## src/tbxr_pkg.sv

```systemverilog
// Purpose: Shared constants and carriers for the trigger bus crossbar router
// Assumes: APB slave with 32-bit data, one aligned word per register
// Notes: Register offsets are fixed here and used by the router, checks and bench

package tbxr_pkg;

   // ----------------------------------------
   // Crossbar geometry
   // ----------------------------------------
   localparam int unsigned PINS = 7;
   localparam int unsigned FIELD_W = 4;
   localparam int unsigned HALF_W = 28;
   localparam int unsigned PAT_W = 56;
   localparam int unsigned SEL_W = 3;
   localparam int unsigned SEL_LSB = 1;
   localparam int unsigned OE_BIT = 0;

   // ----------------------------------------
   // Register map
   // ----------------------------------------
   localparam logic [11:0] OFF_SHIFT = 12'h000;
   localparam logic [11:0] OFF_STROBE = 12'h004;
   localparam logic [11:0] OFF_CTRL = 12'h008;
   localparam logic [11:0] OFF_ACTIVE_LO = 12'h00C;
   localparam logic [11:0] OFF_ACTIVE_HI = 12'h010;
   localparam logic [11:0] OFF_PENDING_LO = 12'h014;
   localparam logic [11:0] OFF_PENDING_HI = 12'h018;
   localparam int unsigned CTRL_P2_DRV = 0;
   localparam int unsigned CTRL_P2_RCV = 1;
   localparam int unsigned CTRL_P4_DRV = 2;
   localparam int unsigned CTRL_P4_RCV = 3;
   localparam logic [3:0] CTRL_RESET = 4'h0;
   localparam logic [55:0] PAT_RESET = 56'h00000000000000;
   localparam logic [31:0] RD_ZERO = 32'h00000000;

   // ----------------------------------------
   // Carriers
   // ----------------------------------------
   typedef struct packed {
      logic [11:0] addr;
      logic write;
      logic [31:0] wdata;
   } tbxr_req_s;

   typedef struct packed {
      logic [PINS-1:0] val;
      logic [PINS-1:0] oe;
   } tbxr_side_s;

endpackage : tbxr_pkg

```

## src/tbxr_switch.sv

```systemverilog
// Purpose: Seven-by-seven crossbar switch core from an active pattern
// Assumes: Pattern comes from a register; inputs already synchronised
// Notes: Purely combinational, the top registers every B output and the A outputs for pins 0, 3, 5 and 6

`timescale 1ns/1ps

module tbxr_switch
   import tbxr_pkg::*;
(
   input wire logic [PAT_W-1:0] pattern,
   input wire logic [PINS-1:0] a_in,
   input wire logic [PINS-1:0] b_in,
   output tbxr_side_s a_out,
   output tbxr_side_s b_out
);

   // ----------------------------------------
   // Field decode
   // ----------------------------------------
   function automatic logic [SEL_W-1:0] fsel(input logic [FIELD_W-1:0] f);
      fsel = f[SEL_LSB +: SEL_W];
   endfunction : fsel

   // Selector 7 names no pin and yields a low level
   function automatic logic pick(input logic [PINS-1:0] src, input logic [SEL_W-1:0] s);
      pick = (32'(s) < PINS) ? src[s] : 1'b0;
   endfunction : pick

   genvar i;
   generate
      for (i = 0; i < PINS; i++) begin : g_pin
         logic [FIELD_W-1:0] fb;
         logic [FIELD_W-1:0] fa;
         assign fb = pattern[i*FIELD_W +: FIELD_W];
         assign fa = pattern[HALF_W + i*FIELD_W +: FIELD_W];
         assign b_out.val[i] = pick(a_in, fsel(fb));
         assign b_out.oe[i] = fb[OE_BIT];
         assign a_out.val[i] = pick(b_in, fsel(fa));
         assign a_out.oe[i] = fa[OE_BIT];
      end
   endgenerate

endmodule : tbxr_switch

```

## src/tbxr_router.sv

```systemverilog
// Purpose: Trigger bus crossbar router with APB register access
// Assumes: Single 100 MHz clock pclk, asynchronous active-low presetn
// Notes: Bidirectional pins are split into input, output and output enable

`timescale 1ns/1ps

module tbxr_router
   import tbxr_pkg::*;
(
   input wire logic pclk,
   input wire logic presetn,
   input wire logic psel,
   input wire logic penable,
   input wire logic pwrite,
   input wire logic [11:0] paddr,
   input wire logic [31:0] pwdata,
   output logic [31:0] prdata,
   output logic pready,
   output logic pslverr,
   // Local signals on the A side
   input wire logic external_convert_n_in,
   output logic external_convert_n_out,
   output logic external_convert_n_oe,
   input wire logic frequency_output,
   input wire logic counter2_output,
   output logic counter1_gate,
   input wire logic counter5_source_in,
   output logic counter5_source_out,
   output logic counter5_source_oe,
   input wire logic counter5_output,
   output logic timed_update_trigger_n,
   input wire logic alt_timed_update_trigger_n,
   input wire logic counter1_output_in,
   output logic counter1_output_out,
   output logic counter1_output_oe,
   input wire logic external_trigger_n_in,
   output logic external_trigger_n_out,
   output logic external_trigger_n_oe,
   // Shared trigger lines on the B side
   input wire logic [PINS-1:0] shared_trigger_line_in,
   output logic [PINS-1:0] shared_trigger_line_out,
   output logic [PINS-1:0] shared_trigger_line_oe
);

   // ----------------------------------------
   // Input synchronisers
   // ----------------------------------------
   localparam int unsigned NSYNC = 15;
   logic [NSYNC-1:0] raw_in;
   logic [NSYNC-1:0] sync1_q;
   logic [NSYNC-1:0] sync2_q;

   assign raw_in = {alt_timed_update_trigger_n, shared_trigger_line_in,
                    external_trigger_n_in, counter1_output_in, counter5_output,
                    counter5_source_in, counter2_output, frequency_output,
                    external_convert_n_in};

   // Pins arrive from other boards, so two stages before any use
   always_ff @(posedge pclk or negedge presetn) begin
      if (!presetn) begin
         sync1_q <= '0;
         sync2_q <= '0;
      end else begin
         sync1_q <= raw_in;
         sync2_q <= sync1_q;
      end
   end

   logic s_conv, s_frequency_output, s_counter2_output, s_src5, s_counter5_output, s_counter1_output, s_trig, s_alt_tmr;
   logic [PINS-1:0] s_bus;
   assign s_conv = sync2_q[0];
   assign s_frequency_output = sync2_q[1];
   assign s_counter2_output = sync2_q[2];
   assign s_src5 = sync2_q[3];
   assign s_counter5_output = sync2_q[4];
   assign s_counter1_output = sync2_q[5];
   assign s_trig = sync2_q[6];
   assign s_bus = sync2_q[13:7];
   assign s_alt_tmr = sync2_q[14];
   // Only the second stage feeds logic; the first may still be settling

   // ----------------------------------------
   // APB decode
   // ----------------------------------------
   tbxr_req_s req;
   logic acc;
   logic wr_en;
   assign req = '{addr: paddr, write: pwrite, wdata: pwdata};
   assign acc = psel & penable;
   assign wr_en = acc & req.write;

   function automatic logic mapped(input logic [11:0] a);
      mapped = (a == OFF_SHIFT) || (a == OFF_STROBE) || (a == OFF_CTRL) ||
               (a == OFF_ACTIVE_LO) || (a == OFF_ACTIVE_HI) ||
               (a == OFF_PENDING_LO) || (a == OFF_PENDING_HI);
   endfunction : mapped

   // ----------------------------------------
   // Pattern shift register and count
   // ----------------------------------------
   logic [PAT_W-1:0] shift_q;
   logic [5:0] shift_cnt_q;

   // First bit written ends up at bit 0 after 56 writes
   always_ff @(posedge pclk or negedge presetn) begin
      if (!presetn) begin
         shift_q <= PAT_RESET;
      end else if (wr_en && req.addr == OFF_SHIFT) begin
         shift_q <= {req.wdata[0], shift_q[PAT_W-1:1]};
      end
   end

   // Counts shift writes since the last strobe, saturating at 56, for software checks
   always_ff @(posedge pclk or negedge presetn) begin
      if (!presetn) begin
         shift_cnt_q <= 6'h00;
      end else if (wr_en && req.addr == OFF_STROBE) begin
         shift_cnt_q <= 6'h00;
      end else if (wr_en && req.addr == OFF_SHIFT && shift_cnt_q != 6'(PAT_W)) begin
         shift_cnt_q <= shift_cnt_q + 6'h01;
      end
   end

   // ----------------------------------------
   // Active pattern
   // ----------------------------------------
   logic [PAT_W-1:0] active_q;

   // Any strobe data value loads; zero is what software writes
   always_ff @(posedge pclk or negedge presetn) begin
      if (!presetn) begin
         active_q <= PAT_RESET;
      end else if (wr_en && req.addr == OFF_STROBE) begin
         active_q <= shift_q;
      end
   end

   // ----------------------------------------
   // Shared-pin control bits
   // ----------------------------------------
   logic [3:0] ctrl_q;
   always_ff @(posedge pclk or negedge presetn) begin
      if (!presetn) begin
         ctrl_q <= CTRL_RESET;
      end else if (wr_en && req.addr == OFF_CTRL) begin
         ctrl_q <= req.wdata[3:0];
      end
   end

   logic pin2_drive_enable, pin2_receive_enable;
   logic pin4_drive_enable, pin4_receive_enable;
   assign pin2_drive_enable = ctrl_q[CTRL_P2_DRV];
   assign pin2_receive_enable = ctrl_q[CTRL_P2_RCV];
   assign pin4_drive_enable = ctrl_q[CTRL_P4_DRV];
   assign pin4_receive_enable = ctrl_q[CTRL_P4_RCV];

   // ----------------------------------------
   // APB answer
   // ----------------------------------------
   // Zero wait states: pready is high through every access phase
   always_ff @(posedge pclk or negedge presetn) begin
      if (!presetn) begin
         pready <= 1'b0;
         pslverr <= 1'b0;
         prdata <= RD_ZERO;
      end else begin
         pready <= psel & ~penable;
         pslverr <= psel & ~penable & ~mapped(paddr);
         prdata <= RD_ZERO;
         if (psel && !penable && !pwrite) begin
            case (paddr)
               OFF_CTRL: prdata <= {28'h0000000, ctrl_q};
               OFF_ACTIVE_LO: prdata <= {4'h0, active_q[HALF_W-1:0]};
               OFF_ACTIVE_HI: prdata <= {4'h0, active_q[PAT_W-1:HALF_W]};
               OFF_PENDING_LO: prdata <= {4'h0, shift_q[HALF_W-1:0]};
               OFF_PENDING_HI: prdata <= {shift_cnt_q[3:0], shift_q[PAT_W-1:HALF_W]};
               default: prdata <= RD_ZERO;
            endcase
         end
      end
   end

   // ----------------------------------------
   // Crossbar core
   // ----------------------------------------
   logic [PINS-1:0] a_drive;
   logic [PINS-1:0] a_level;
   tbxr_side_s a_sw;
   tbxr_side_s b_sw;

   // Level seen on each A pin: switch output when enabled, else local source
   always_comb begin
      a_drive = {s_trig, s_counter1_output, s_counter5_output, s_src5, s_counter2_output, s_frequency_output, s_conv};
      for (int k = 0; k < PINS; k++) begin
         a_level[k] = a_sw.oe[k] ? a_sw.val[k] : a_drive[k];
      end
      // Shared pins only carry the counter output when its drive bit is set
      if (!a_sw.oe[2]) begin
         a_level[2] = pin2_drive_enable & s_counter2_output;
      end
      if (!a_sw.oe[4]) begin
         a_level[4] = pin4_drive_enable & s_counter5_output;
      end
   end

   tbxr_switch u_switch (
      .pattern(active_q),
      .a_in(a_level),
      .b_in(s_bus),
      .a_out(a_sw),
      .b_out(b_sw)
   );

   // ----------------------------------------
   // Registered pin outputs
   // ----------------------------------------
   always_ff @(posedge pclk or negedge presetn) begin
      if (!presetn) begin
         shared_trigger_line_out <= '0;
         shared_trigger_line_oe <= '0;
      end else begin
         shared_trigger_line_out <= b_sw.val;
         shared_trigger_line_oe <= b_sw.oe;
      end
   end

   always_ff @(posedge pclk or negedge presetn) begin
      if (!presetn) begin
         external_convert_n_out <= 1'b0;
         external_convert_n_oe <= 1'b0;
         counter5_source_out <= 1'b0;
         counter5_source_oe <= 1'b0;
         counter1_output_out <= 1'b0;
         counter1_output_oe <= 1'b0;
         external_trigger_n_out <= 1'b0;
         external_trigger_n_oe <= 1'b0;
      end else begin
         external_convert_n_out <= a_sw.val[0];
         external_convert_n_oe <= a_sw.oe[0];
         counter5_source_out <= a_sw.val[3];
         counter5_source_oe <= a_sw.oe[3];
         counter1_output_out <= a_sw.val[5];
         counter1_output_oe <= a_sw.oe[5];
         external_trigger_n_out <= a_sw.val[6];
         external_trigger_n_oe <= a_sw.oe[6];
      end
   end

   // Receive paths; gate idles low, trigger follows alt_timed_update_trigger_n when not selected
   always_ff @(posedge pclk or negedge presetn) begin
      if (!presetn) begin
         counter1_gate <= 1'b0;
         timed_update_trigger_n <= 1'b1;
      end else begin
         counter1_gate <= pin2_receive_enable & a_level[2];
         timed_update_trigger_n <= pin4_receive_enable ? a_level[4] : s_alt_tmr;
      end
   end

endmodule : tbxr_router

```

## config.mk

```make
export PLATFORM = sky130hd
export DESIGN_NAME = tbxr_router
export DESIGN_NICKNAME = d
export VERILOG_FILES = /design/src/tbxr_pkg.sv /design/src/tbxr_switch.sv /design/src/tbxr_router.sv
export SDC_FILE = /design/constraint.sdc
export NUM_CORES = 1
export LEC_CHECK = 0
export ABC_AREA = 1
export CORE_AREA = 2 2 177 179
export CTS_CLUSTER_DIAMETER = 50
export CTS_CLUSTER_SIZE = 28
export DETAILED_ROUTE_END_ITERATION = 8
export DIE_AREA = 0 0 179 181
export DONT_BUFFER_PORTS = 1
export GPL_TIMING_DRIVEN = 0
export PLACE_DENSITY = 0.46
export REMOVE_ABC_BUFFERS = 1
export SLEW_MARGIN = 20
export SYNTH_ARGS = -nofsm -noshare
export SYNTH_HDL_FRONTEND = slang
export SYNTH_SLANG_ARGS = --single-unit
```

## constraint.sdc

```tcl
create_clock -name pclk -period 2.1 [get_ports pclk]
set_clock_uncertainty 0.05 [all_clocks]
set_input_delay 0.42 -clock pclk [delete_from_list [all_inputs] [get_ports pclk]]
set_output_delay 0.42 -clock pclk [all_outputs]
set_load 0.01 [all_outputs]
```

* Yosys cells after proc, flatten, opt, wreduce, memory -nomap -nowiden
Index checks and enable logic that the tools add are counted.
Word-level totals: flip-flop bits (word level) 210, bits of input ports 64, output and inout port bits 58, word-level logic and storage cells 136
Operators by class: add/sub/neg operators 1, order comparisons 28, equality and inequality tests 7, multiplexer cells 54, bitwise logic cells 9, reductions and logical operators 16
Operator list (number):
- $pmux W32 S5 | 1
- $lt A3 B4 Y1 const B | 14
- $bmux W1 S3 | 14
- $lt A3 B3 Y1 const B | 14
- $eq A12 B5 Y1 const B | 3
- $mux W1 | 36
- $mux W32 | 1
- $eq A12 B4 Y1 const B | 2
- $eq A12 B3 Y1 const B | 1
- $logic_not A12 Y1 | 1
- $mux W6 | 2
- $and A1 B1 Y1 | 7
- $add A6 B1 Y6 const B | 1
- $logic_and A1 B1 Y1 | 6
- $logic_or A1 B1 Y1 | 6
- $ne A6 B6 Y1 const B | 1
- $logic_not A1 Y1 | 2
- $not A1 Y1 | 2
- $reduce_bool A2 Y1 | 1

* Depth between registers and ports, before layout
depth after elaboration 9, depth in mapped cells 11, gate-level depth less buffers 11

* Hierarchy
A second synthesis with hierarchy kept.
Unflattened totals: cell total of the unflattened synthesis 1154, area, all modules 9450.3 um2
By module, submodules not included:
- tbxr_router | instances 1, cells each 876, area each 8284.2 um2, seq. area each 5256.3 um2
- tbxr_switch | instances 1, cells each 278, area each 1166.1 um2, seq. area each 0.0 um2

* Least setup slack after synthesis
No wires, ideal clock.
path kind input to register, from input port paddr[5], to register active_q[0], arrival 1.479 ns, slack 0.446 ns, stages 6, buffers on the path 1, cells stage by stage nor2_1 -> nand3b_2 -> nor2_8 -> nand3_4 -> buf_2 -> mux2_4
On the way: cells in the longest elaborated chain, start to end 2
RTL lines:
- start, declared | line tbxr_router.sv:15 | input wire logic [11:0] paddr,
- $eq A12 B3 Y1 | line tbxr_router.sv:133 | end else if (wr_en && req.addr == OFF_STROBE) begin
- $logic_and A1 B1 Y1 | line tbxr_router.sv:133
- end signal, assigned | line tbxr_router.sv:134 | active_q <= shift_q;
- end, declared | line tbxr_router.sv:127 | logic [PAT_W-1:0] active_q;
Every way passes these cells. A chain may end at the register's enable or synchronous reset.

==> impl_metrics.toml <==
[global_route]
grt.overflow.total = 0
grt_max_degree = 211
grt_pass1_vias = 6859
grt_first_pass_wirelength_um = 40300
antenna_found_initial = 0
grtUsageTotal = 0.161

[critical_path]
crit_type = "reg2reg"
cp_common_cell = "nand2_1"
critPathMaxStageDelay_ns = 0.49
crit_arrival_ns = 2.42
end_kind = "flip-flop"
startpoint_type = "flip-flop"
worst_path_max_delay_cell = "dfrtp_1"
cp.required_ns = 2.49
path_cells = "inv_1 -> o21ai_0 -> nand2_1 -> nand2_1 -> nand3_2 -> nand3_1 -> nand3_1 -> nand2_1 -> inv_1 -> nor2_1"
path_max_fanout = 8

[synthesis]
ys_warn_count = 0
synthAdderAreaFrac = 0.00276
synth.distinct_cells = 39
ys.flop_type = "dfrtp_1"
synth_compound_area_frac = 0.114
synth_area_mm2 = 0.00907
synth_simple_gate_area_frac = 0.213
syn_area_per_cell_um2 = 8.76
ys_seq_area_frac = 0.580
synth-edff-count = 0
synth.ff_latch_count = 210
synthArstFlopShare = 1.00
synthMuxAreaShare = 0.00538
synth_top_family_by_area = "simple AND/OR/NAND/NOR gates"
netlist_instances = 1035
yosys.area_share.xor_xnor = 0.00193

[run_status]
status = "finished with violations"
violations = "hold timing"

[placed_design]
gp_congestion = 0.793
dpl_worst_slack_ns = -0.660
dp_hpwl_um = 16300
io_buffers = 0

[clock_tree]
post_cts_buffers = 0
cts_root_buf = "clkbuf_16"
cts.clk_slew.worst_paths_ns = 0.07
cts_made_buffers = 28
clk_latency_ns = 0.55
clk_path_buf_depth = 3
cts_htree_levels = 1
hold_buffers = 20
clock-sinks = 210
cts_tree = "done"

[drt]
firstDrtPassIters = 5
post_drt_via_cell_ratio = 4.77
wl_um = 26400
wl_per_cell_um = 18.0
drcViolationCount = 0
drtIter0Drc = 497
detail-route-antenna-nets = 0
via_count = 7007

[finish]
drive_gt1_frac = 0.0810
final_nets = 1119
multi_input_comb_area_mm2 = 0.00312
fillers = 3136
final_util = 0.351
seq_area_mm2 = 0.00526
syn2layout_area_growth_pct = 17.3
antenna_cells = 0

[power]
p_per_area_mw_per_mm2 = 852
power_leakage_uw = 0.00467
vdd_drop_max_mv = 0.528

[timing]
drv_slew = 0
slew-limit-headroom = 0.457
timing.fmax_mhz = 492
period_share = 0.968
setup_ws_ns = 0.0678
tightest_slew_ns = 0.811
hold_violations = 210
rsz0062_at_grt = "yes"
fin_hold_ws_ns = -0.490
finalWorstPathRequiredPeriod_ns = 2.03
setup_viol = 0

[floorplanning]
rows = 64
coreArea_mm2 = 0.0303
dieArea_mm2 = 0.0324
initial_utilization = 0.299
die_x_um = 179
ios = 122
die_h_um = 181

[run]
maxCapViolCount = 0

[min_path]
holdCritPathClass = "in2async"
==> registers in the layout, summed over array words and instances (netlist names), 4 cells and up <==
signal / flops
active_q: 56
shift_q: 56
prdata: 32
sync1_q: 15
sync2_q: 15
shared_trigger_line_oe: 7
shared_trigger_line_out: 7
shift_cnt_q: 6
ctrl_q: 4
==> metrics by stage <==
step                      instance area [um2]  cells  hold slack (ns)  setup TNS [ns]  total power [uW]
final                                   10600   1470           -0.490               0              9060
after global routing                    10600   1470           -0.514         -0.0170              9370
after CTS                               10600   1469           -0.504               0              9180
after detailed placement                 9440   1398           0.0872          -47.41              4320
after global placement                   9350   1395           0.0865         -162.48              4320
after floorplan                          8850    999           0.0744          -30.94              4260
==> timing repair <==
action                                  in CTS  in global routing
gates resized for setup                      2                  8
endpoints found under the setup margin      17                 40
cloned                                       0                  1
pin swaps                                    0                  1
hold endpoints to repair                   229                210
==> worst max-delay path: cells and delay by family, from the launching register on <==
family                 cells  cell delay (ns)
AO/OA/AOI/OAI              1             0.19
buffers and inverters      2             0.25
flip-flops                 1             0.49
AND/OR/NAND/NOR            7             0.95
==> final timing paths <==
path                       depth (start not counted)        start                    endpoint  slack (ns)
setup / recovery                                  10  sync2_q[11]  shared_trigger_line_out[6]        0.07
hold / removal                                     0      presetn  shared_trigger_line_out[2]       -0.49
min in group pclk                                  2    pwdata[0]                 shift_q[55]        0.04
hold reg to reg                                    0   sync1_q[7]                  sync2_q[7]        0.30
max in group asynchronous                          0      presetn      timed_update_trigger_n        2.12
setup reg to reg                                  10  sync2_q[11]  shared_trigger_line_out[6]        0.07
==> synth_stat cells, drive strengths merged, types with 2 or more instances <==
cell type  count  area, um2
nand2        227        865
dfrtp        209       5230
inv          143        537
o21ai        126        631
nor2         108        447
nand3         96        498
o22ai         44        275
buf           26        176
a21oi         10       50.1
clkbuf        10       37.5
nand4          5       37.5
nor3           5       36.3
and2           4       25.0
mux2           4       48.8
a211oi         2       15.0
a31oi          2       12.5
ha             2       25.0
o211ai         2       15.0
o221ai         2       17.5
xnor2          2       17.5
==> logic make-up after synthesis <==
kind of cell               Yosys count
buffers and inverters              179
AOI/OAI and AO/OA                  190
and+or+nand+nor                    448
DFF                                210
muxes                                4
adders and majority gates            2
xor gates and xnor gates             2
==> power by group <==
group / switching (uW) / total (uW) / internal [uW] / leakage (uW)
clock network: 2110 / 4780 / 2670 / 0.000448
logic: 99.9 / 156 / 56.1 / 0.00139
registers: 32.3 / 4120 / 4090 / 0.00282
total: 2240 / 9060 / 6820 / 0.00467
==> cell type report <==
type | instances | area share
well taps | 396 | 0.0466
multi-input cells | 647 | 0.293
inverters | 143 | 0.0504
flip-flops and latches | 210 | 0.494
clock buffers | 31 | 0.0698
clock inverters | 20 | 0.0194
repair buffers | 23 | 0.0266
==> cell usage in the layout, fill, tap and decap left out, drive strengths merged <==
cell and count:
nand2 227, dfrtp 209, inv 152, o21ai 126
nor2 108, nand3 97, o22ai 44, clkbuf 31
dlygate4sd3 20, a21oi 10, clkinv 6, clkinvlp 5
nor3 5, nand4 5, and2 4, mux2 4
buf 3, o221ai 2, a211oi 2, o211ai 2
a31oi 2, xnor2 2, ha 2, nand3b 1
or2 1, o31ai 1, a21boi 1, nor4 1
dfstp 1
==> routing by layer <==
| metal | vias up | share of wire | GRT usage |
|---|---|---|---|
| li1 | 3391 | - | - |
| met1 | 3398 | 0.46 | 0.230 |
| met2 | 182 | 0.46 | 0.251 |
| met3 | 36 | 0.062 | 0.0288 |
| met4 | 0 | 0.019 | 0.0397 |
| met5 | - | 0 | 0 |
No activity file was read; power rests on OpenSTA's default activity.
